--- config.mk ---
export PLATFORM = sky130hd
export DESIGN_NAME = pfp_port
export DESIGN_NICKNAME = d
export VERILOG_FILES = /design/src/inc/pfp_pkg.sv /design/src/inc/pfp_sync_if.sv /design/src/logic/pfp_pad_mux.sv /design/src/logic/pfp_port.sv /design/src/logic/pfp_sync.sv
export VERILOG_INCLUDE_DIRS = /design/src /design/src/inc
export SDC_FILE = /design/constraint.sdc
export NUM_CORES = 1
export LEC_CHECK = 0
export BUFFER_PORTS_ARGS = -buffer_cell sky130_fd_sc_hd__buf_2
export CAP_MARGIN = 20
export CELL_PAD_IN_SITES_DETAIL_PLACEMENT = 1
export CELL_PAD_IN_SITES_GLOBAL_PLACEMENT = 2
export CORE_AREA = 2 2 95 143
export CTS_BUF_LIST = sky130_fd_sc_hd__clkbuf_2
export CTS_CLUSTER_DIAMETER = 200
export DETAILED_ROUTE_END_ITERATION = 12
export DIE_AREA = 0 0 97 145
export GPL_ROUTABILITY_DRIVEN = 0
export PLACE_DENSITY = 0.95
export SKIP_LAST_GASP = 1
export SLEW_MARGIN = 10
export SYNTH_ARGS = -nofsm -noshare
export SYNTH_HDL_FRONTEND = slang
export SYNTH_SLANG_ARGS = --single-unit
--- constraint.sdc ---
create_clock -name CLK -period 2.6 [get_ports CLK]
set_input_delay 0.26 -clock CLK [delete_from_list [all_inputs] [get_ports CLK]]
set_output_delay 0.26 -clock CLK [all_outputs]
set_load 0.05 [all_outputs]
--- src/inc/pfp_params.svh ---
// register offsets, field positions and reset values of the port f block
// assumes byte addressing on a 32-bit apb slave with one word per register
`ifndef PFP_PARAMS_SVH
`define PFP_PARAMS_SVH
`define PFP_OFS_DATA  12'h000
`define PFP_OFS_CR    12'h004
`define PFP_OFS_FR1   12'h008
`define PFP_OFS_FR2   12'h00C
`define PFP_OFS_OD    12'h028
`define PFP_OFS_PUP   12'h02C
`define PFP_OFS_IE    12'h038
`define PFP_FR1_IRQ_BIT 3'h7
`define PFP_FR2_CTS_BIT 3'h2
`define PFP_FR2_MASK  8'h04
`define PFP_RST_BYTE  8'h00
`endif

--- src/inc/pfp_pkg.sv ---
// types shared by the port f block
// assumes pfp_params.svh holds the numeric constants
package pfp_pkg;
  typedef logic [7:0] pfp_byte_t;
  typedef enum logic [1:0] {PFP_IDLE, PFP_ACCESS} pfp_phase_t;
  typedef struct packed {
    pfp_byte_t data;
    pfp_byte_t cr;
    pfp_byte_t fr1;
    pfp_byte_t fr2;
    pfp_byte_t od;
    pfp_byte_t pup;
    pfp_byte_t ie;
  } pfp_cfg_t;
endpackage

--- src/inc/pfp_sync_if.sv ---
// carrier between the port top and its pin synchroniser
// assumes a single clock domain on the consumer side
`timescale 1ns/1ps
interface pfp_sync_if;
  logic [7:0] raw;
  logic [7:0] synced;
  modport src (output raw, input synced);
  modport snk (input raw, output synced);
endinterface

--- src/logic/pfp_pad_mux.sv ---
// per-pin pad steering: output value, enable and input gating
// assumes configuration comes from registers on the same clock
`timescale 1ns/1ps
module pfp_pad_mux
  import pfp_pkg::*;
(
  input  wire pfp_cfg_t  cfg,
  input  wire pfp_byte_t alt_out,
  input  wire pfp_byte_t alt_oe,
  input  wire logic      cts_sel,
  output pfp_byte_t      pad_out,
  output pfp_byte_t      pad_oe,
  output pfp_byte_t      in_gate
);
  genvar i;
  generate
    for (i = 0; i < 8; i++) begin : g_pin
      logic alt;
      logic val;
      logic en;
      // alternate function owns the pin when any function bit is set
      assign alt = cfg.fr1[i] | ((i == 2) ? cts_sel : 1'b0);
      assign val = alt ? alt_out[i] : cfg.data[i];
      assign en  = alt ? alt_oe[i] : cfg.cr[i];
      // open drain drives only the low level
      assign pad_out[i] = cfg.od[i] ? 1'b0 : val;
      assign pad_oe[i]  = en & (cfg.od[i] ? ~val : 1'b1);
      assign in_gate[i] = cfg.ie[i];
    end
  endgenerate
endmodule

--- src/logic/pfp_port.sv ---
// eight-bit general-purpose port with apb register access
// assumes apb master on CLK; pads resolved outside from out/oe/pull
// Operation
// - eight pins, direction chosen per bit
// - reset leaves pins gpio, no input/output/pull
// - gpio when both function bits zero
// - stop wake needs irq function plus input
// - irq input survives stop drive-off when configured
// - outside stop irq input follows input enable
// - data register bits 7-0, upper zero
// - output control: 1 enables driver
// - function one selects eight alternate functions
// - function two has only bit 2
// - registers at fixed offsets from base
// - open drain select per pin
// - pull-up enable per pin
// - input buffer enable per pin
//
// The implementer's own choice: register access over APB.
`include "pfp_params.svh"
`timescale 1ns/1ps
module pfp_port
  import pfp_pkg::*;
(
  input  wire logic        CLK,
  input  wire logic        RSTN,
  input  wire logic        PSEL,
  input  wire logic        PENABLE,
  input  wire logic        PWRITE,
  input  wire logic [11:0] PADDR,
  input  wire logic [31:0] PWDATA,
  output logic      [31:0] PRDATA,
  output logic             PREADY,
  output logic             PSLVERR,
  input  wire logic [7:0]  PIN_IN,
  output logic      [7:0]  PIN_OUT,
  output logic      [7:0]  PIN_OE,
  output logic      [7:0]  PIN_PULLUP,
  input  wire logic        STOP_MODE,
  input  wire logic        STOP_PIN_DRIVE_KEEP,
  input  wire logic        UART_CH2_TRANSMIT,
  input  wire logic        UART_CH2_CLOCK_OUT,
  input  wire logic        UART_CH2_CLOCK_OE,
  input  wire logic        SYNC_SERIAL_CLOCK_OUT,
  input  wire logic        SYNC_SERIAL_CLOCK_OE,
  input  wire logic        SYNC_SERIAL_OUT_OR_I2C_DATA,
  input  wire logic        SYNC_SERIAL_OUT_OE,
  input  wire logic        I2C_CLOCK_OUT,
  input  wire logic        I2C_CLOCK_OE,
  output logic             UART_CH2_RECEIVE,
  output logic             UART_CH2_CLOCK_IN,
  output logic             UART_CH2_CLEAR_TO_SEND,
  output logic             SYNC_SERIAL_CLOCK_IN,
  output logic             SYNC_SERIAL_IN_OR_I2C_CLOCK,
  output logic             SYNC_SERIAL_DATA_IN,
  output logic             REMOTE_CONTROL_INPUT,
  output logic             EXTERNAL_IRQ_PIN
);
  typedef struct packed {
    pfp_cfg_t   cfg;
    pfp_phase_t phase;
    logic [31:0] rdata;
    logic        ready;
    logic        slverr;
    pfp_byte_t   pout;
    pfp_byte_t   poe;
    pfp_byte_t   pup;
    logic [6:0]  fin;
    logic        irq;
  } pfp_state_t;

  pfp_state_t st_q;
  pfp_state_t st_d;
  pfp_sync_if sif ();
  pfp_byte_t  pin_s;
  pfp_byte_t  alt_out;
  pfp_byte_t  alt_oe;
  pfp_byte_t  mux_out;
  pfp_byte_t  mux_oe;
  pfp_byte_t  in_gate;
  pfp_byte_t  pin_in_g;
  pfp_byte_t  data_rd;
  logic       hit;
  logic [31:0] rd_word;

  // pin levels pass two flops before use
  assign sif.raw = PIN_IN;
  assign pin_s   = sif.synced;
  pfp_sync u_sync (
    .clk   (CLK),
    .rst_n (RSTN),
    .sif   (sif)
  );

  // alternate-function output values and enables, per pin
  assign alt_out = {1'b0, SYNC_SERIAL_CLOCK_OUT,
                    I2C_CLOCK_OUT, SYNC_SERIAL_OUT_OR_I2C_DATA,
                    1'b0, UART_CH2_CLOCK_OUT, 1'b0, UART_CH2_TRANSMIT};
  assign alt_oe  = {1'b0, SYNC_SERIAL_CLOCK_OE,
                    I2C_CLOCK_OE, SYNC_SERIAL_OUT_OE,
                    1'b0, UART_CH2_CLOCK_OE, 1'b0, 1'b1};

  pfp_pad_mux u_mux (
    .cfg     (st_q.cfg),
    .alt_out (alt_out),
    .alt_oe  (alt_oe),
    .cts_sel (st_q.cfg.fr2[`PFP_FR2_CTS_BIT]),
    .pad_out (mux_out),
    .pad_oe  (mux_oe),
    .in_gate (in_gate)
  );

  // input buffer gating and data read-back
  assign pin_in_g = pin_s & in_gate;
  genvar b;
  generate
    for (b = 0; b < 8; b++) begin : g_rd
      assign data_rd[b] = in_gate[b] ? pin_s[b] : st_q.cfg.data[b];
    end
  endgenerate

  // address decode and read mux
  always_comb begin
    hit     = 1'b1;
    rd_word = 32'h0000_0000;
    case (PADDR)
      `PFP_OFS_DATA: rd_word = {24'h00_0000, data_rd};
      `PFP_OFS_CR:   rd_word = {24'h00_0000, st_q.cfg.cr};
      `PFP_OFS_FR1:  rd_word = {24'h00_0000, st_q.cfg.fr1};
      `PFP_OFS_FR2:  rd_word = {24'h00_0000, st_q.cfg.fr2};
      `PFP_OFS_OD:   rd_word = {24'h00_0000, st_q.cfg.od};
      `PFP_OFS_PUP:  rd_word = {24'h00_0000, st_q.cfg.pup};
      `PFP_OFS_IE:   rd_word = {24'h00_0000, st_q.cfg.ie};
      default:       hit = 1'b0;
    endcase
  end

  // next state: apb phase, register writes, pad and function outputs
  always_comb begin
    st_d        = st_q;
    st_d.ready  = 1'b0;
    st_d.slverr = 1'b0;
    case (st_q.phase)
      PFP_IDLE: begin
        if (PSEL && !PENABLE) begin
          st_d.phase = PFP_ACCESS;
          st_d.ready = 1'b1;
          st_d.slverr = ~hit;
          st_d.rdata = PWRITE ? 32'h0000_0000 : rd_word;
          if (PWRITE && hit) begin
            case (PADDR)
              `PFP_OFS_DATA: st_d.cfg.data = PWDATA[7:0];
              `PFP_OFS_CR:   st_d.cfg.cr   = PWDATA[7:0];
              `PFP_OFS_FR1:  st_d.cfg.fr1  = PWDATA[7:0];
              `PFP_OFS_FR2:  st_d.cfg.fr2  = PWDATA[7:0] & `PFP_FR2_MASK;
              `PFP_OFS_OD:   st_d.cfg.od   = PWDATA[7:0];
              `PFP_OFS_PUP:  st_d.cfg.pup  = PWDATA[7:0];
              `PFP_OFS_IE:   st_d.cfg.ie   = PWDATA[7:0];
              default:       st_d.cfg      = st_q.cfg;
            endcase
          end
        end
      end
      PFP_ACCESS: begin
        st_d.phase = PFP_IDLE;
      end
      default: st_d.phase = PFP_IDLE;
    endcase
    // stop mode without drive keep releases all drivers
    st_d.pout = mux_out;
    st_d.poe  = (STOP_MODE && !STOP_PIN_DRIVE_KEEP) ? 8'h00 : mux_oe;
    st_d.pup  = st_q.cfg.pup;
    // inputs to peripherals follow the input buffer, not the selection
    st_d.fin  = {pin_in_g[6], pin_in_g[5], pin_in_g[5], pin_in_g[3],
                 pin_in_g[2], pin_in_g[2], pin_in_g[1]};
    // irq input: outside stop by input enable; in stop also needs function
    st_d.irq  = STOP_MODE ? (pin_in_g[7] & st_q.cfg.fr1[`PFP_FR1_IRQ_BIT])
                          : pin_in_g[7];
  end

  always_ff @(posedge CLK or negedge RSTN) begin
    if (!RSTN) begin
      st_q <= '0;
    end else begin
      st_q <= st_d;
    end
  end

  // outputs straight from flops
  assign PRDATA     = st_q.rdata;
  assign PREADY     = st_q.ready;
  assign PSLVERR    = st_q.slverr;
  assign PIN_OUT    = st_q.pout;
  assign PIN_OE     = st_q.poe;
  assign PIN_PULLUP = st_q.pup;
  assign SYNC_SERIAL_CLOCK_IN        = st_q.fin[6];
  assign SYNC_SERIAL_IN_OR_I2C_CLOCK = st_q.fin[5];
  assign SYNC_SERIAL_DATA_IN         = st_q.fin[4];
  assign REMOTE_CONTROL_INPUT        = st_q.fin[3];
  assign UART_CH2_CLOCK_IN           = st_q.fin[2];
  assign UART_CH2_CLEAR_TO_SEND      = st_q.fin[1];
  assign UART_CH2_RECEIVE            = st_q.fin[0];
  assign EXTERNAL_IRQ_PIN            = st_q.irq;
endmodule

--- src/logic/pfp_sync.sv ---
// two-flop synchroniser for the eight pad inputs
// assumes raw pin levels are asynchronous to clk
`timescale 1ns/1ps
module pfp_sync
  import pfp_pkg::*;
(
  input  wire logic clk,
  input  wire logic rst_n,
  pfp_sync_if.snk   sif
);
  typedef struct packed {
    pfp_byte_t s1;
    pfp_byte_t s2;
  } pfp_sync_st_t;
  pfp_sync_st_t st_q;
  pfp_sync_st_t st_d;
  // first stage only feeds second stage
  always_comb begin
    st_d    = st_q;
    st_d.s1 = sif.raw;
    st_d.s2 = st_q.s1;
  end
  always_ff @(posedge clk or negedge rst_n) begin
    if (!rst_n) begin
      st_q <= '0;
    end else begin
      st_q <= st_d;
    end
  end
  assign sif.synced = st_q.s2;
endmodule

After elaboration in Yosys (flattened, before gate mapping):

Cells that the tools add are included.

* register bits after elaboration: 133
* word-level logic and storage cells: 109

* multiplexer cells: 48
* equality and inequality tests: 7
* bitwise operators: 20
* reductions and logical operators: 16

Operators with widths (count)
* case mux 8 bit (7 select lines): 1
* two-way mux 1 bit: 42
* == test 12 x 6 -> 1 bit, second input constant: 3
* two-way mux 36 bit: 1
* two-way mux 32 bit: 1
* AND reduction 4 bit: 7
* == test 12 x 4 -> 1 bit, second input constant: 2
* == test 12 x 3 -> 1 bit, second input constant: 1
* logical NOT 12 bit: 1
* bitwise AND 1 bit: 9
* NOT 1 bit: 9
* bitwise AND 8 bit: 1
* two-way mux 8 bit: 1
* OR reduction 7 bit: 1
* two-way mux 2 bit: 2
* logical AND 1 bit: 3
* logical NOT 1 bit: 2
* logical NOT 2 bit: 1
* inequality test 2 bit, second input constant: 1
* AND reduction 2 bit: 1
* OR 1 bit: 1

Longest topological paths before layout:

Gate-level depths: netlist of run 1.

* depth after elaboration: 6
* depth in mapped cells: 7
* gate-level depth less buffers: 6

Hierarchy:

Synthesis of run 1 repeated with hierarchy kept, for this count alone.

* cells, all modules: 425
* area total of the unflattened synthesis: 5181.2 um^2

Modules (own cells, without submodules)
* pfp_port: area each 4371.7 um^2, sequential area each 2252.2 um^2, cells each 358, instances 1
* pfp_pad_mux: area each 409.1 um^2, sequential area each 0.0 um^2, cells each 51, instances 1
* pfp_sync: area each 400.4 um^2, sequential area each 400.4 um^2, cells each 16, instances 1

Least setup slack after synthesis of run 1:

Ideal clock, no wire load.

* kind: input to register
* from: input port PADDR[1]
* to: register st_q[100] in the netlist's numbering
* buffers on the path: 0
* required time: 2.475 ns
* arrival time: 1.847 ns
* cell stages on the path: 5
* path slack: 0.628 ns
* setup time: 0.125 ns
* cell sequence: or4_4 > nor3_4 > nand3_4 > nor3b_4 > mux2_2

* longest elaborated chain between the ends: 5

RTL lines
* from (decl): line pfp_port.sv:30 `input wire logic [11:0] PADDR,`
* == test 12 x 6 -> 1 bit, or another cell as far along: line pfp_port.sv:126 `case (PADDR)`
* OR reduction 7 bit (no line)
* two-way mux 1 bit: line pfp_port.sv:126
* logical AND 1 bit: line pfp_port.sv:150 `if (PWRITE && hit) begin`
* AND reduction 4 bit (no line) (*)
* to (signal assigned): line pfp_port.sv:185 `st_q <= st_d;`
* to (decl): line pfp_port.sv:72 `pfp_state_t st_q;`

Every way passes the cells marked *; elsewhere a longest branch is shown, timed or not.
A chain may end at the register's enable or synchronous reset.

Worst setup path after layout of run 1:

* from: register st_q[66] in the netlist's numbering
* to: register st_q[69] in the netlist's numbering

* longest elaborated chain between the ends: 2

RTL lines
* logical NOT 2 bit: line pfp_port.sv:143 `case (st_q.phase)`
* AND reduction 4 bit (no line)

Every way passes these cells.

==> summary.md, run 1 <==
| Metric | Value |
|---|---|
| Pwr Total | 0.00265 W |
| Cts bufs inserted | 9 |
| TNS Setup | 0 ns |
| Largest stage delay on the critical path | 0.56 ns |
| Largest net degree at the start of global routing | 53 |
| Area Overhead vs Synth | 17.3% |
| CTS tree | yes |
| CTS Buffer Depth | 2 |
| Post-Syn Instances | 371 |
| Post-CTS Repair Setup Buffers | 0 |
| Antenna viol nets, final | 0 |
| Final Hold Vio Count | 0 |
| Root Driver | clkbuf_2 |
| Data arrival time of the worst path | 2.86 ns |
| Synth Flop Type | dfrtp_1 |
| Maximum clock rate | 419 MHz |
| I/O Buffers | 85 |
| Die W | 97 microns |
| Clk slew on worst S/H paths | 0.24 ns |
| Routed WL | 11,600 microns |
| Asr flop ratio synth | 100% |
| Critical path required time | 3.07 ns |
| First-pass GRT wire length | 18,400 microns |
| Crit start category | flip-flop |
| Critical Path Sink Type | flip-flop |
| HPWL Detailed | 8430 microns |
| Die Ht | 145 microns |
| Initial DRC count | 131 |
| Slew @ Worst Pin | 0.736 ns |
| Yosys Warn Count | 0 |
| Worst slew margin | 49.6% |
| PD cells | 483 nW/um^2 |
| Hold crit path type | input port to flip-flop |
| Syn Area/Cell | 12.6 sq um |
| Tcrit/Tclk final | 91.7% |
| Via Count | 3,126 |
| Resize count post-CTS | 0 |
| Crit path max fanout | 7 |
| Yosys top cell by area | dfrtp_1 |
| Die area | 14,100 sq um |
| Clk_lat worst skew | 0.58 ns |
| Synth top area cells | dfrtp_1 57%, mux2_2 13%, buf_4 9.3%, mux2i_1 1.9%, o21ai_0 1.6% |
| DR pass1 iterations | 5 |
| Vias per inst | 4.91 |
| Post-synth EDFFs | 0 |
| Top-count cell post-synth | dfrtp_1 |
| Commonest cells post-synth | 106 x dfrtp_1, 58 x buf_4, 55 x mux2_2 |
| Yosys reg bits | 106 |
| Starting Density | 36.5% |
| IO Pins | 134 |
| Initial antenna violation count | 1 |
| Core area | 12,800 sq um |
| Min cycle time layout | 2.39 ns |
| Leak | 2.81 nW |
| Post-CTS Hold Buffers | 31 |
| CP max stage cell | dlygate4sd3_1 |
| H-tree depth | 3 |
| Max Cap Violations | 0 |
| Drt drc | 0 |
| Gr usage total | 16.8% |
| CTS sink count | 106 |
| GRT overflow | 0 |
| CP Class | flip-flop to flip-flop |
| Unique masters post-synth | 39 |
| Wire per inst | 18.2 microns |
| Status | completed |
| Unrepaired setup endpoints after global routing | no |
| Rows | 51 |
| Clock skew | 0.0370 ns |
| Fin nets | 541 |
| Peak supply drop | 0.000220 V |
| Share of cells above drive strength 1 | 37.9% |
| Seq/Total Area, Yosys | 56.6% |
| Vias in the first global route | 3,487 |
| Final setup vio count | 0 |
| Filler Cell Count | 1,416 |
| Util after Layout | 42.8% |
| Post-synth top area share | 56.6% |
| Critical path cell sequence | nor2_1, nand2_1, dlygate4sd3_1, inv_1, nand3_4, nor2b_1, buf_4, mux2_2 |
| Mapped Area | 4680 sq um |
| Final Max Tran Viols | 0 |
## worst paths after layout
path / from / slack, ns / cells after the start / to
max in group asynchronous: RSTN / 1.67 / 3 / st_q[84]$_DFFE_PN0P_
min reg2reg: u_sync.st_d[7]$_DFF_PN0_ / 0.38 / 0 / u_sync.sif.synced[7]$_DFF_PN0_
max: st_q[66]$_DFFE_PN0P_ / 0.21 / 8 / st_q[69]$_DFFE_PN0P_
min: PENABLE / 0.13 / 5 / st_q[66]$_DFFE_PN0P_
max reg2reg: st_q[66]$_DFFE_PN0P_ / 0.21 / 8 / st_q[69]$_DFFE_PN0P_
min in group asynchronous: RSTN / 0.20 / 2 / st_d[9]$_DFFE_PN0P_
## worst max-delay path: cells and delay by family (launching register included)
kind / cells / cell delay (ns)
buffers and inverters: 3 / 0.89
and+or+nand+nor: 4 / 0.68
DFF: 1 / 0.41
muxes: 1 / 0.33
## power by group
part	switching [W]	internal, W
Clock	0.000507	0.000219
Combinational	0.000181	0.0000732
Sequential	0.00000525	0.00167
Total	0.000693	0.00196
## through the flow
stage               setup WS, ns  hold slack [ns]  area, sq um  instances
floorplan                  0.628          -0.0356         4770        394
global placement           0.282            0.319         5070        589
detailed placement         0.274            0.334         5070        589
CTS                        0.197          0.00652         5480        635
global route              0.0610           0.0888         5490        637
finish                     0.215            0.130         5490        637
## final cells by class
| type | instances | area, sq um | share of cell area [%] |
|---|---|---|---|
| diodes | 1 | 2.50 | 0.0456 |
| clock buffers | 11 | 55.1 | 1.00 |
| clock inverters | 4 | 43.8 | 0.797 |
| inverters | 11 | 41.3 | 0.752 |
| multi-input cells | 210 | 1600 | 29.2 |
| flip-flops and latches | 106 | 2650 | 48.3 |
| well taps | 159 | 199 | 3.62 |
| repair buffers | 135 | 896 | 16.3 |
## sequential cells by signal (all words and copies together), names as in the netlist
| signal | flops |
|---|---|
| EXTERNAL_IRQ_PIN | 1 |
| PIN_OE | 8 |
| PIN_OUT | 8 |
| PIN_PULLUP | 8 |
| PRDATA | 8 |
| PREADY | 1 |
| PSLVERR | 1 |
| REMOTE_CONTROL_INPUT | 1 |
| SYNC_SERIAL_CLOCK_IN | 1 |
| SYNC_SERIAL_IN_OR_I2C_CLOCK | 1 |
| UART_CH2_CLOCK_IN | 1 |
| UART_CH2_RECEIVE | 1 |
| st_d | 8 |
| st_q | 42 |
| u_sync.sif.synced | 8 |
| u_sync.st_d | 8 |
## logic make-up (layout without fill, tap and decap cells)
group / Yosys count / after routing / synth area share [%]
AO/OA/AOI/OAI: 53 / 53 / 7.80
buffers and inverters: 78 / 161 / 11.0
flip-flops: 106 / 106 / 56.6
multiplexers: 66 / 66 / 15.6
other: 1 / 25 / 0.0801
AND/OR/NAND/NOR: 67 / 67 / 8.87
## routing by layer
| metal | up-vias | wire [microns] | GRT usage (%) |
|---|---|---|---|
| met4 | 0 | 344 | 8.10 |
| met2 | 97 | 6260 | 30.0 |
| met1 | 1581 | 4520 | 18.8 |
| met3 | 23 | 466 | 3.71 |
| met5 | - | 0 | 0 |
| li1 | 1425 | - | - |
## layout by cell type, fill, tap and decap left out, drive strengths merged, types with 2 or more instances in the layout
cell,Yosys,layout
a2111oi,3,3
a211oi,5,5
a21oi,7,7
a222oi,3,3
a22o,2,2
a22oi,5,5
a32oi,5,5
and2,8,8
and3,4,4
buf,61,103
clkbuf,6,11
clkinv,0,3
conb,1,24
dfrtp,106,106
dlygate4sd3,0,32
inv,11,11
mux2,57,57
mux2i,9,9
nand2,18,18
nand3,3,3
nor2,10,10
nor2b,10,10
nor3,2,2
nor3b,8,8
o21a,2,2
o21ai,15,15
o22ai,2,2
No activity file was read; power rests on OpenSTA's default activity.
==> run 2: changes to the inputs <==
--- a/config.mk
+++ b/config.mk
@@ -9,12 +9,12 @@
 export BUFFER_PORTS_ARGS = -buffer_cell sky130_fd_sc_hd__buf_2
 export CAP_MARGIN = 20
 export CELL_PAD_IN_SITES_DETAIL_PLACEMENT = 1
-export CELL_PAD_IN_SITES_GLOBAL_PLACEMENT = 2
-export CORE_AREA = 2 2 95 143
+export CELL_PAD_IN_SITES_GLOBAL_PLACEMENT = 1
+export CORE_AREA = 2 2 86 129
 export CTS_BUF_LIST = sky130_fd_sc_hd__clkbuf_2
 export CTS_CLUSTER_DIAMETER = 200
 export DETAILED_ROUTE_END_ITERATION = 12
-export DIE_AREA = 0 0 97 145
+export DIE_AREA = 0 0 88 131
 export GPL_ROUTABILITY_DRIVEN = 0
 export PLACE_DENSITY = 0.95
 export SKIP_LAST_GASP = 1
==> summary.md, run 2 (synthesis gave the netlist of run 1 again) <==
| Metric | Value |
|---|---|
| Maximum clock rate | 410 MHz |
| Die area | 11,500 sq um |
| Setup crit end | st_q[75]$_DFFE_PN0P_ |
| HPWL Detailed | 8470 microns |
| Sequential power share | 62.1% |
| TNS Setup | 0 ns |
| Post-CTS Repair Setup Buffers | 0 |
| Status | completed |
| Cts bufs inserted | 9 |
| Largest Register | st_q |
| IO Pins | 134 |
| Pwr Total | 0.00270 W |
| Filler Cell Count | 1,132 |
| Worst slew margin | 55.6% |
| Most frequent cells in the layout | 106 x dfrtp_1, 84 x buf_2, 55 x mux2_2, 33 x dlygate4sd3_1, 24 x conb_1 |
| Switch share | 27.2% |
| Die W | 88 microns |
| Peak supply drop | 0.000229 V |
| Max Cap Violations | 0 |
| Leak | 2.81 nW |
| First-pass GRT wire length | 18,500 microns |
| Util after Layout | 52.7% |
| Commonest non-fill, non-tap cell in the layout | dfrtp_1 |
| Unrepaired setup endpoints after global routing | no |
| CP Class | flip-flop to flip-flop |
| Initial DRC count | 187 |
| R2r setup slk | 0.16 ns |
| Wire per inst | 19.0 microns |
| Final instance area | 5490 sq um |
| Worst reg2reg path startpoint | st_q[66]$_DFFE_PN0P_ |
| I/O Buffers | 85 |
| Critical path required time | 3.10 ns |
| Routed WL | 11,800 microns |
| CTS sink count | 106 |
| Core area | 10,400 sq um |
| H-tree depth | 3 |
| Placed cells | 573 |
| Via Count | 3,175 |
| Final setup vio count | 0 |
| Tcrit/Tclk final | 93.8% |
| Initial antenna violation count | 1 |
| Clk_lat worst skew | 0.60 ns |
| Gr usage total | 21.9% |
| Layout Cells excl Fill | 623 |
| Area Overhead vs Synth | 17.3% |
| Min cycle time layout | 2.44 ns |
| Data arrival time of the worst path | 2.94 ns |
| Crit start category | flip-flop |
| Hold crit path type | input port to flip-flop |
| Crit path from | st_q[66]$_DFFE_PN0P_ |
| Final Max Tran Viols | 0 |
| GRT overflow | 0 |
| Critical R2R Capture | st_q[75]$_DFFE_PN0P_ |
| FF-to-FF path depth | 8 |
| Crit path max fanout | 7 |
| Internal Pwr Total | 0.00196 W |
| Vias per inst | 5.10 |
| Resize count post-CTS | 0 |
| Antenna viol nets, final | 0 |
| Starting Density | 45.0% |
| Hold Path Depth | 5 |
| PD cells | 491 nW/um^2 |
| Post-CTS Hold Buffers | 33 |
| Clk slew on worst S/H paths | 0.26 ns |
| Share of cells above drive strength 1 | 37.9% |
| Clock skew | 0.0273 ns |
| Cell Area, Placed | 5040 sq um |
| Slew @ Worst Pin | 0.666 ns |
| Largest register FFs | 42 |
| Rows | 46 |
| Die Ht | 131 microns |
| CTS Buffer Depth | 2 |
| Largest net degree at the start of global routing | 56 |
| Sw power | 0.000733 W |
| Clock Power Share | 28.4% |
| Combinational fraction of design power | 9.5% |
| Drt drc | 0 |
| Vias in the first global route | 3,477 |
| DR pass1 iterations | 4 |
| CTS tree | yes |
| Root Driver | clkbuf_2 |
| Critical Path Sink Type | flip-flop |
| Final Hold Vio Count | 0 |
| Fin nets | 541 |
[run 2: changes by cell type in the layout (fill, tap and decap cells not counted), sizes merged]
cell	before	now
clkbuf	11	9
buf	103	102
clkinv	3	4
clkinvlp	0	1
dlygate4sd3	32	33
inv	11	12
[run 2: critical path, cell delays in order (launching register included)]
cell	delay (ns)
dfrtp_1	0.43
nor2_1	0.09
nand2_1	0.08
dlygate4sd3_1	0.57
inv_1	0.12
nand3_4	0.16
nor2b_1	0.34
buf_4	0.23
mux2_2	0.35
[run 2: worst min path at each step]
| stage | from | end | slack, ns |
|---|---|---|---|
| finish | PENABLE | st_q[66]$_DFFE_PN0P_ | 0.12 |
| global route | PADDR[6] | PRDATA[2]$_DFFE_PN0P_ | 0.13 |
| global placement | RSTN | u_sync.st_d[1]$_DFF_PN0_ | 0.33 |
| floorplan | RSTN | EXTERNAL_IRQ_PIN$_DFF_PN0_ | -0.04 |
| detailed placement | RSTN | u_sync.sif.synced[3]$_DFF_PN0_ | 0.34 |
| CTS | PENABLE | st_q[66]$_DFFE_PN0P_ | 0.05 |
[run 2: routing by layer]
layer	global-route usage (%)	share of wire [%]	wire length, microns	vias to the layer above
met5	0	0	0	-
met4	12.7	4.3	504	0
met3	3.64	5.7	673	32
met2	38.3	53	6300	130
met1	25.0	37	4370	1589
li1	-	-	-	1424
[run 2: cell type report]
type	instances	area, sq um	area share (%)
antenna	1	2.50	0.0456
multi-input combinational	210	1600	29.2
sequential	106	2650	48.3
tap	144	180	3.28
inverter	11	41.3	0.752
clock inverter	7	68.8	1.25
timing repair buffer	135	898	16.4
clock buffer	9	45.0	0.820
[run 2: power by group through the flow]
stage | logic (W) | clock network [W] | registers [W]
global placement | 0.000213 | 0 | 0.00170
global route | 0.000275 | 0.000850 | 0.00168
floorplan | 0.000140 | 0 | 0.00171
detailed placement | 0.000222 | 0 | 0.00170
finish | 0.000256 | 0.000764 | 0.00168
CTS | 0.000255 | 0.000793 | 0.00168
[run 2: metrics by stage]
stage / setup WS, ns / hold slack, ns
6_report: 0.160 / 0.125
5_1_grt: 0.0826 / 0.133
4_1_cts: 0.212 / 0.0511
3_5_place_dp: 0.276 / 0.336
3_3_place_gp: 0.350 / 0.329
2_1_floorplan: 0.628 / -0.0356
==> run 3: changes to the inputs <==
--- a/config.mk
+++ b/config.mk
@@ -11,8 +11,7 @@
 export CELL_PAD_IN_SITES_DETAIL_PLACEMENT = 1
 export CELL_PAD_IN_SITES_GLOBAL_PLACEMENT = 1
 export CORE_AREA = 2 2 86 129
-export CTS_BUF_LIST = sky130_fd_sc_hd__clkbuf_2
-export CTS_CLUSTER_DIAMETER = 200
+export CTS_BUF_LIST = sky130_fd_sc_hd__clkbuf_4
 export DETAILED_ROUTE_END_ITERATION = 12
 export DIE_AREA = 0 0 88 131
 export GPL_ROUTABILITY_DRIVEN = 0
==> summary.md, run 3 (synthesis gave the netlist of run 1 again) <==
| Metric | Value |
|---|---|
| Status | completed |
| Cts bufs inserted | 9 |
| Clock Power Share | 30.5% |
| Post-CTS Hold Buffers | 11 |
| Clk_lat worst skew | 0.47 ns |
| Gr usage total | 21.3% |
| Clock skew | 0.0141 ns |
| Routed WL | 11,600 microns |
| CTS Buffer Depth | 2 |
| Fin nets | 519 |
| CP max stage cell | or4_4 |
| Final Hold Vio Count | 0 |
| Critical Path Sink Type | flip-flop |
| Filler Cell Count | 1,117 |
| Largest Register | st_q |
| Starting Density | 45.0% |
| Switch share | 26.5% |
| Data arrival time of the worst path | 2.20 ns |
| Min cycle time layout | 1.84 ns |
| Vias per inst | 5.14 |
| Post-CTS Repair Setup Buffers | 0 |
| Area Overhead vs Synth | 13.0% |
| Resize count post-CTS | 0 |
| Drt drc | 0 |
| Wire per inst | 19.2 microns |
| Slew @ Worst Pin | 0.666 ns |
| Internal Pwr Total | 0.00201 W |
| Setup crit end | st_q[75]$_DFFE_PN0P_ |
| CTS tree | yes |
| Most frequent cells in the layout | 106 x dfrtp_1, 84 x buf_2, 55 x mux2_2, 24 x conb_1, 18 x nand2_1 |
| Vias in the first global route | 3,379 |
| Initial antenna violation count | 1 |
| Via Count | 3,087 |
| H-tree depth | 3 |
| Die Ht | 131 microns |
| Worst Hold Slack | 0.0718 ns |
| PD cells | 518 nW/um^2 |
| CTS sink count | 106 |
| FF-to-FF path depth | 7 |
| Leak | 2.71 nW |
| Critical path required time | 2.96 ns |
| Tcrit/Tclk final | 70.7% |
| Crit path from | PADDR[1] |
| Crit path max fanout | 7 |
| Clk slew on worst S/H paths | 0.15 ns |
| TNS Setup | 0 ns |
| Maximum clock rate | 544 MHz |
| Final setup vio count | 0 |
| IO Pins | 134 |
| Layout Cells excl Fill | 601 |
| Rows | 46 |
| Crit start category | input port |
| Peak supply drop | 0.000321 V |
| Final Max Tran Viols | 0 |
| Critical R2R Capture | st_q[75]$_DFFE_PN0P_ |
| Die W | 88 microns |
| Worst slew margin | 55.6% |
| Placed cells | 573 |
| Register area | 2650 sq um |
| HPWL Detailed | 8470 microns |
| First-pass GRT wire length | 18,000 microns |
| Largest net degree at the start of global routing | 56 |
| Unrepaired setup endpoints after global routing | no |
| Max Cap Violations | 0 |
| Worst reg2reg path startpoint | st_q[66]$_DFFE_PN0P_ |
| Core area | 10,400 sq um |
| Largest register FFs | 42 |
| Hold crit path type | input port to flip-flop |
| Initial DRC count | 200 |
| Critical path cell sequence | buf_2, or4_4, nor3_4, nand3_4, nor2b_1, buf_4, mux2_2 |
| Die area | 11,500 sq um |
| R2r setup slk | 0.78 ns |
| GRT overflow | 0 |
| CP Class | input port to flip-flop |
| Share of cells above drive strength 1 | 39.7% |
| Sw power | 0.000728 W |
| Root Driver | clkbuf_4 |
| Sequential power share | 60.9% |
| DR pass1 iterations | 4 |
| Commonest non-fill, non-tap cell in the layout | dfrtp_1 |
| Antenna viol nets, final | 0 |
| Largest stage delay on the critical path | 0.54 ns |
| I/O Buffers | 85 |
| Combinational fraction of design power | 8.6% |
| Footprint of the multi-input gates | 1600 sq um |
-- run 3: cell count changes in the layout (fill, tap and decap cells not counted) --
cell / before / now
dlygate4sd3_1: 33 / 11
clkbuf_2: 9 / 0
clkbuf_4: 0 / 9
-- run 3: stage by stage --
stage               util [%]  total power (W)  area (sq um)  setup WS, ns
finish                  50.8          0.00274          5290         0.763
global route            50.8          0.00285          5290         0.691
CTS                     50.8          0.00277          5290         0.778
detailed placement      48.4          0.00192          5040         0.276
global placement        48.4          0.00191          5040         0.350
floorplan                  -          0.00185          4770         0.628
-- run 3: worst min path at each step --
stage	from	depth (start not counted)	to	slack, ns
2_1_floorplan	RSTN	0	EXTERNAL_IRQ_PIN$_DFF_PN0_	-0.04
3_3_place_gp	RSTN	1	u_sync.st_d[1]$_DFF_PN0_	0.33
3_5_place_dp	RSTN	1	u_sync.sif.synced[3]$_DFF_PN0_	0.34
4_1_cts	PSEL	3	PREADY$_DFF_PN0_	0.04
5_1_grt	PSEL	3	PREADY$_DFF_PN0_	0.06
6_report	PSEL	3	PREADY$_DFF_PN0_	0.07
-- run 3: worst max-delay path, delay by kind of cell --
| family | cells | cell delay (ns) |
|---|---|---|
| buffers and inverters | 2 | 0.32 |
| multiplexers | 1 | 0.34 |
| AND/OR/NAND/NOR | 4 | 1.28 |
-- run 3: power groups by stage --
stage | Clock, W | Combinational (W) | Sequential, W
6_report | 0.000835 | 0.000235 | 0.00167
4_1_cts | 0.000864 | 0.000235 | 0.00167
2_1_floorplan | 0 | 0.000140 | 0.00171
5_1_grt | 0.000922 | 0.000253 | 0.00167
3_5_place_dp | 0 | 0.000222 | 0.00170
3_3_place_gp | 0 | 0.000213 | 0.00170
-- run 3: per-layer routing --
layer	share of wire [%]	up-vias	routed length, microns	GRT usage, %
met5	0	-	0	0
met1	37	1543	4260	24.3
met3	5.6	35	649	3.52
li1	-	1380	-	-
met2	53	129	6150	37.3
met4	4.3	0	495	12.1
-- run 3: layout make-up --
| type | instances | area share (%) |
|---|---|---|
| sequential | 106 | 50.1 |
| multi-input combinational | 210 | 30.3 |
| clock inverter | 7 | 1.30 |
| inverter | 11 | 0.780 |
| tap | 144 | 3.40 |
| clock buffer | 9 | 1.28 |
| antenna | 1 | 0.0473 |
| timing repair buffer | 113 | 12.8 |
